===== config.mk =====
export PLATFORM = sky130hd
export DESIGN_NAME = flp_span_timer
export DESIGN_NICKNAME = d
export VERILOG_FILES = /design/src/rtl/flp_span_timer.sv
export SDC_FILE = /design/constraint.sdc
export NUM_CORES = 1
export LEC_CHECK = 0
export BUFFER_PORTS_ARGS = -buffer_cell sky130_fd_sc_hd__buf_2
export CAP_MARGIN = 0
export CORE_UTILIZATION = 32
export CTS_BUF_LIST = sky130_fd_sc_hd__clkbuf_4 sky130_fd_sc_hd__clkbuf_8
export DETAILED_ROUTE_END_ITERATION = 10
export PLACE_DENSITY_LB_ADDON = 0.08
export REMOVE_ABC_BUFFERS = 1
export SLEW_MARGIN = 20
export SYNTH_ARGS = -nofsm -noshare
export SYNTH_HDL_FRONTEND = slang
export SYNTH_SLANG_ARGS = --single-unit

===== constraint.sdc =====
create_clock -name clk -period 3.8 [get_ports clk]
set_input_delay 0.57 -clock clk [delete_from_list [all_inputs] [get_ports clk]]
set_output_delay 0.57 -clock clk [all_outputs]
set_load 0.02 [all_outputs]

===== src/rtl/flp_span_timer.sv =====
`timescale 1ns/1ns
// free counter of cycles since last restart, saturating
module flp_span_timer #(
  parameter int WIDTH = 22
) (
  input wire logic clk,
  input wire logic rstn,
  input wire logic restart,
  output logic [WIDTH-1:0] count
);
  logic [WIDTH-1:0] nxt_count;
  logic [WIDTH-1:0] count_ff;

  initial
  begin
    if (WIDTH < 8)
    begin
      $error("flp_span_timer width too small");
    end
  end

  // saturate so a long idle never wraps into a legal window
  always_comb
  begin
    nxt_count = count_ff;
    if (restart)
    begin
      nxt_count = '0;
    end
    else if (count_ff != '1)
    begin
      nxt_count = count_ff + {{(WIDTH-1){1'b0}}, 1'b1};
    end
  end

  always_ff @(posedge clk)
  begin
    if (!rstn)
    begin
      count_ff <= '0;
    end
    else
    begin
      count_ff <= nxt_count;
    end
  end

  assign count = count_ff;
endmodule


==> results of run 1 <==
==> critical path, cell delays in order (launching register included) <==
cell and delay (ns):
dfxtp_1 0.46, nand4_1 0.34, or4_1 0.75, or4_1 0.52, a31oi_1 0.18
==> power groups by stage <==
stage	clock (mW)	sequential, mW	combinational, mW
after floorplan	0	0.239	0.00786
after global placement	0	0.238	0.0148
after detailed placement	0	0.238	0.0151
after CTS	0.228	0.233	0.0152
after global routing	0.238	0.233	0.0166
final	0.222	0.233	0.0150
==> layout by cell type, fill, tap and decap left out <==
cell        n
a2111o_1    4
a211oi_1    3
a21boi_0    1
a21oi_1     8
a31oi_1     5
a41o_1      3
and2_1      1
and3_1      3
and4_1      1
buf_2      24
buf_4       1
bufinv_16   1
clkbuf_8    3
dfxtp_1    22
ha_1        1
inv_1       3
mux2i_1     5
nand2_1    19
nand2b_1    6
nand3_1     7
nand4_1     6
nand4_4     1
nor2_1      6
nor2b_1     1
nor3_1      4
nor3b_1     1
nor4_1      5
nor4_4      1
o21ai_0     9
o311ai_0    1
o31a_1      1
o31ai_1     3
o41ai_1     1
or2_2       2
or3_1       1
or4_1       6
==> stage by stage <==
| stage | hold slack, ns | cell area, sq um |
|---|---|---|
| floorplan | 0.560 | 1180 |
| finish | 0.536 | 1450 |
| global placement | 0.489 | 1370 |
| CTS | 0.531 | 1440 |
| global route | 0.557 | 1450 |
| detailed placement | 0.510 | 1370 |
==> cell families after synthesis <==
logic type	Yosys count
adders and majority gates	1
DFF	22
AOI/OAI and AO/OA	39
and+or+nand+nor	71
buffers and inverters	11
muxes	5
==> per-layer routing <==
metal / track usage, % / part of all wire [%] / up-vias / routed length (microns)
met5: 0 / 0 / - / 0
met1: 22.5 / 50 / 579 / 1590
met3: 3.26 / 2.5 / 2 / 79
li1: - / - / 618 / -
met2: 26.9 / 47 / 12 / 1490
met4: 2.56 / 0.16 / 0 / 5
==> final cells by class <==
class,count,share of cell area (%)
Timing Repair Buffer,25,8.80
Multi-Input combinational cell,116,51.2
Clock buffer,3,2.85
Inverter,3,0.777
Tap cell,46,3.97
Sequential cell,22,30.4
Clock inverter,1,2.07
==> worst max path at each step <==
stage	start	end	slack [ns]	cells after the start
after floorplan	count[0]	count[7]	1.23	5
after global placement	count[0]	count[11]	1.50	5
final	count[9]	count[21]	1.48	4
after detailed placement	count[0]	count[9]	1.40	5
after CTS	count[0]	count[0]	1.39	5
after global routing	count[9]	count[21]	1.33	4
==> results by group, run 1 <==
CTS
  • Worst skew pair latency: between 0.2 and 0.3 ns
  • CTS Buffer Depth: 2
  • Htree depth: 1
  • CTS tree: done
  • CTS Buf Count: 3
  • Clock root cell: clkbuf_8
  • CTS-repair resized insts: 0
  • Postcts setup bufs: 0
  • Clk sinks: 22
  • Clk slew on worst S/H paths: 0.09 ns
  • Hold buffer count at cts: 0

Floorplan
  • Chip height: 63.5 microns
  • Top Ports: 25
  • Rows: 21
  • Chip width: 63.5 microns
  • Core ar.: 0.00347 sq mm
  • Initial Util: 34.9%
  • Die area: 0.00403 sq mm

Worst setup path
  • WS Path Type: reg2reg
  • Worst R2R Setup Slack: 1.48 ns
  • WP data required: 3.99 ns
  • Worst flop-to-flop path endpoint: count[21]
  • Worst-path fanout max: 10
  • RR Startpoint: count[9]
  • Crit path DAT: about 2.5 ns
  • Worst Reg-to-Reg Cells: 4
  • Worst setup EP type: register
  • Startpoint Class: register

Yosys
  • Synth Area in Adders: 1.03%
  • Sequential share of the synthesized area: 36.4%
  • Dominant cells by area after synthesis: dfxtp_1 (36%), nand2_1 (5.9%), mux2i_1 (4.1%), o21ai_0 (3.7%), a2111o_1 (3.7%)
  • Post-Syn Instances: 149
  • Top-area cell type share of the netlist area: between 30% and 40%
  • Flops & latches, synth: 22
  • Synth Area in Compound Gates: 22.3%
  • Largest family of logic cells by synthesized area: simple AND/OR/NAND/NOR gates
  • Mapped Area: 0.00121 sq mm
  • Number of flops mapped to enable cells by yosys: 0
  • Yosys top cell by area: dfxtp_1
  • FFs w/ async S/R, synth: 0%
  • Main synth FF type: dfxtp_1
  • Post-Synth XOR/XNOR Area: 0%
  • Post-synthesis mux area share: 4.13%
  • Warnings from Yosys: 0
  • Top-count cell post-synth: dfxtp_1
  • Post-Synth Simple-Gate Area: 32.5%
  • Avg Cell Area, Syn: 8.13 sq um
  • Count of cell types in the netlist: 33
  • Top post-synthesis cells by count: dfxtp_1 (22), nand2_1 (19), o21ai_0 (9), a21oi_1 (8), nand3_1 (7)

Global routing
  • Global Route Usage Sum: approximately 16%
  • Largest net degree at the start of global routing: 20
  • First-pass GRT wire length: around 5.3 mm
  • Initial antenna violation count: 0
  • Gr ovfl total: 0
  • Vias in the first global route: about 1100

Timing
  • Final setup margin: approximately 1.5 ns
  • Fmax: 430 MHz
  • Fin. max-slew vios: 0
  • Slew margin rel.: around two fifths
  • Final min period: approximately 2.3 ns
  • Final setup viols: 0
  • Fin crit share: a little over 60%
  • Clk_skew: 0.0119 ns
  • Worst Tran Pin Value: around 0.89 ns
  • Fin. Hold Viols: 0
  • Fin Setup TNS: 0 ns
  • RSZ-0062 raised after global routing: no

Drt
  • WL/cell: 14.7 microns
  • Drt pass-1 iters: 4
  • Post-Route WL: roughly 3.2 mm
  • Via/cell ratio: 5.61
  • Post-DRT Antenna Nets: 0
  • Initial DRC count: 100
  • Via count: 1211
  • Residual DRC: 0

Power
  • Leakage: roughly 0.55 nW
  • Comb pwr share: 3.2%
  • Clock power frac: 47.2%
  • Flop pwr share: 49.6%
  • PnR Total Power: between 400 and 500 uW
  • Cell Int Power: around 380 uW
  • Switch Pwr: approximately 93 uW
  • Switching Fraction: approximately a fifth
  • P per Cell Area: approximately 320 mW/mm^2
  • VDD IR-drop max: approximately 0.00021 V

Place
  • RePlAce Congestion: 0.791
  • IO Port Bufs: 24
  • DP HPWL: 2.25 mm
  • DP Cell Count: 212
  • Dpl ws: 1.40 ns

Run
  • Number of max-cap violations: 0

Final layout
  • Layout area overhead: 19.7%
  • Share of cells above drive strength 1: 19.4%
  • Fill cells: 382
  • Fin util: a little over two fifths
  • Final std cells w/o fill: 216
  • Max FFs per register: 22
  • Multi-input gate area: 742 sq um
  • Nets@finish: 175
  • FF+latch area: approximately 440 sq um
  • Diode count: 0

Worst hold path
  • Hold/Removal Path Class: reg2reg
  • Hold Crit Start: count[14]
  • Hold depth: 1
  • Hold EP: count[14]

Outcome
  • Status: finished, final reports clean
Note: power is estimated with default switching activity, not from simulation.
==> run 2, diff against run 1 <==
Settings changed: ABC_AREA from default to 1.
Clock period 3.8 ns to 2.3 ns, I/O delays scaled along.
==> results by group, run 2 <==
Worst setup path
  • Slowest stage delay, CP: 0.45 ns (was 0.75 ns)
  • Worst R2R Setup Slack: 0.38 ns (was 1.48 ns)
  • Top cell family by delay on the critical path: simple AND/OR/NAND/NOR gates (unchanged)
  • Worst Reg-to-Reg Cells: 9 (was 4)
  • Buf/Inv on CP: 2 (was 0)
  • WP data required: 2.52 ns (was 3.99 ns)
  • Crit path DAT: 2.14 ns (was 2.51 ns)
  • Max stage delay cell, worst path: dfxtp_1 (was or4_1)
  • Worst path most repeated cell: nor2_4 (was or4_1)
  • Worst setup EP type: register (unchanged)
  • Worst-path fanout max: 21 (was 10)
  • Crit-path cells: ha_1, inv_2, nor2_4, nand2_4, nor2_4, nand2_2, nand3_1, nand2_1, inv_1 (was nand4_1, or4_1, or4_1, a31oi_1)
  • WS Path Type: reg2reg (unchanged)
  • Levels on crit path: 9 (was 4)
  • Startpoint Class: register (unchanged)

CTS
  • Hold buffer count at cts: 0 (unchanged)
  • Htree depth: 1 (unchanged)
  • Clock root cell: clkbuf_8 (unchanged)
  • Clk slew on worst S/H paths: 0.09 ns (about the same)
  • Postcts setup bufs: 0 (unchanged)
  • Worst skew pair latency: 0.27 ns (about the same)
  • CTS tree: done (unchanged)
  • CTS Buf Count: 3 (unchanged)
  • CTS Buffer Depth: 2 (unchanged)
  • CTS-repair resized insts: 0 (unchanged)
  • Clk sinks: 22 (unchanged)

Global routing
  • Vias in the first global route: 1286 (was 1103)
  • First-pass GRT wire length: 5.72 mm (was 5.35 mm)
  • Global Route Usage Sum: 17.6% (was 16.5%)
  • Gr ovfl total: 0 (unchanged)
  • Initial antenna violation count: 0 (unchanged)
  • Largest net degree at the start of global routing: 22 (was 20)

Final layout
  • Max FFs per register: 22 (unchanged)
  • Most common cell after layout, fill and taps aside: nand2_1 (was buf_2)
  • Nets@finish: 230 (was 175)
  • Most frequent cells in the layout: nand2_1 (58), nor2_1 (26), inv_1 (25) (was buf_2 (24), dfxtp_1 (22), nand2_1 (19))
  • Diode count: 0 (unchanged)
  • Share of cells above drive strength 1: 21.8% (was 19.4%)
  • Layout area overhead: 16.0% (was 19.7%)

Yosys
  • Post-synthesis mux area share: 0% (was 4.13%)
  • Yosys top cell by area: dfxtp_1 (unchanged)
  • Largest family of logic cells by synthesized area: simple AND/OR/NAND/NOR gates (unchanged)
  • Synth Area in Adders: 0.958% (was 1.03%)
  • Top-area cell type share of the netlist area: 33.7% (was 36.4%)
  • Dominant cells by area after synthesis: dfxtp_1 (34%), nand2_1 (17%), nor2_1 (7.5%), inv_1 (7.2%), nand3_1 (6.1%) (was dfxtp_1 (36%), nand2_1 (5.9%), mux2i_1 (4.1%), o21ai_0 (3.7%), a2111o_1 (3.7%))
  • FFs w/ async S/R, synth: 0% (unchanged)
  • Count of cell types in the netlist: 22 (was 33)
  • Top-count cell post-synth: nand2_1 (was dfxtp_1)
  • Main synth FF type: dfxtp_1 (unchanged)
  • Sequential share of the synthesized area: 33.7% (was 36.4%)
  • Avg Cell Area, Syn: 6.53 sq um (was 8.13 sq um)
  • Flops & latches, synth: 22 (unchanged)
  • Mapped Area: 0.00131 sq mm (was 0.00121 sq mm)
  • Post-Synth Simple-Gate Area: 46.3% (was 32.5%)
  • Post-Syn Instances: 200 (was 149)
  • Warnings from Yosys: 0 (unchanged)
  • Top post-synthesis cells by count: nand2_1 (58), nor2_1 (26), inv_1 (25), dfxtp_1 (22), nand3_1 (16) (was dfxtp_1 (22), nand2_1 (19), o21ai_0 (9), a21oi_1 (8), nand3_1 (7))
  • Number of flops mapped to enable cells by yosys: 0 (unchanged)
  • Post-Synth XOR/XNOR Area: 2.01% (was 0%)
  • Synth Area in Compound Gates: 6.70% (was 22.3%)

Timing
  • Final setup margin: 0.375 ns (was 1.48 ns)
  • Fin crit share: 83.7% (was 61.2%)
  • Slew margin rel.: 66.8% (was 40.2%)
  • Fin Setup TNS: 0 ns (unchanged)
  • Final min period: 1.92 ns (was 2.32 ns)
  • RSZ-0062 raised after global routing: no (unchanged)
  • Fin. max-slew vios: 0 (unchanged)
  • Fmax: 520 MHz (was 430 MHz)
  • Fin. Hold Viols: 0 (unchanged)
  • Final setup viols: 0 (unchanged)
  • Worst Tran Pin Value: 0.496 ns (was 0.894 ns)
  • Clk_skew: 0.00846 ns (was 0.0119 ns)

Run
  • Number of max-cap violations: 0 (unchanged)

Drt
  • Initial DRC count: 64 (was 100)
  • Post-DRT Antenna Nets: 0 (unchanged)
  • WL/cell: 12.5 microns (was 14.7 microns)
  • Via/cell ratio: 4.77 (was 5.61)
  • Via count: 1302 (was 1211)
  • Residual DRC: 0 (unchanged)
  • Drt pass-1 iters: 4 (unchanged)
  • Post-Route WL: 3.43 mm (was 3.17 mm)

Place
  • DP HPWL: 2.61 mm (was 2.25 mm)
  • IO Port Bufs: 24 (unchanged)
  • Dpl ws: 0.371 ns (was 1.40 ns)
  • RePlAce Congestion: 0.872 (was 0.791)

Power
  • Clock power frac: 41.5% (was 47.2%)
  • VDD IR-drop max: 0.000276 V (was 0.000206 V)
  • P per Cell Area: 455 mW/mm^2 (was 324 mW/mm^2)
  • Cell Int Power: 541 uW (was 377 uW)
  • Leakage: 0.674 nW (was 0.554 nW)
  • Switching Fraction: 21.5% (was 19.7%)
  • Switch Pwr: 148 uW (was 92.6 uW)
  • Flop pwr share: 55.8% (was 49.6%)
  • Comb pwr share: 2.6% (was 3.2%)

Floorplan
  • Chip height: 65.9 microns (was 63.5 microns)
  • Die area: 0.00434 sq mm (was 0.00403 sq mm)
  • Chip width: 65.9 microns (was 63.5 microns)
  • Rows: 22 (was 21)
  • Top Ports: 25 (unchanged)
  • Core ar.: 0.00380 sq mm (was 0.00347 sq mm)
  • Initial Util: 34.4% (was 34.9%)

Worst hold path
  • Hold depth: 5 (was 1)
  • Hold/Removal Path Class: in2reg (was reg2reg)

Outcome
  • Status: finished, final reports clean (unchanged)
## run 2: cells by family (layout without fill, tap and decap cells)
group / Yosys count / in the layout
AND/OR/NAND/NOR: 127 / 127
AO/OA/AOI/OAI: 16 / 16
flip-flops: 22 / 22
adder cells (fa/ha/maj): 1 / 1
XOR/XNOR: 3 / 3
buffers and inverters: 31 / 56
## run 2: path summary, 6_finish.rpt
path | start | endpoint
max | count[0] | count[9]
min | restart | count[11]
max reg2reg | count[0] | count[9]
min reg2reg | count[7] | count[7]
## run 2: final cells by class
class	count	area (sq um)
flip-flops and latches	22	440
multi-input cells	147	731
fillers	439	2280
repair buffers	25	128
inverters	27	101
well taps	48	60.1
clock buffers	4	55.1
## run 2: power by group through the flow
| stage | logic (mW) | registers [mW] | clock network, mW |
|---|---|---|---|
| 2_1_floorplan | 0.00853 | 0.396 | 0 |
| 3_3_place_gp | 0.0182 | 0.394 | 0 |
| 3_5_place_dp | 0.0185 | 0.394 | 0 |
| 4_1_cts | 0.0185 | 0.385 | 0.299 |
| 5_1_grt | 0.0201 | 0.386 | 0.317 |
| 6_report | 0.0182 | 0.385 | 0.286 |
## run 2: stage by stage
| step | hold slack, ns | std cells | power (mW) | area (sq um) | utilization, % |
|---|---|---|---|---|---|
| after global routing | 0.503 | 273 | 0.723 | 1520 | 39.9 |
| after floorplan | 0.591 | 196 | 0.404 | 1270 | - |
| final | 0.484 | 273 | 0.689 | 1520 | 39.9 |
| after CTS | 0.477 | 273 | 0.703 | 1520 | 39.9 |
| after detailed placement | 0.538 | 269 | 0.412 | 1460 | 38.4 |
| after global placement | 0.527 | 269 | 0.412 | 1460 | 38.4 |
## run 2: metal layers
layer | track usage, % | vias to the layer above | share of wire [%]
met4 | 6.25 | 0 | 1.1
met2 | 31.3 | 23 | 49
met5 | 0 | - | 0
li1 | - | 680 | -
met3 | 3.97 | 6 | 2.9
met1 | 20.3 | 593 | 47
## run 2: tightest hold or removal path, stage by stage
cell	delay (ns)
buf_2	0.07
nor2_1	0.03
buf_4	0.16
nand2_1	0.07
inv_1	0.03
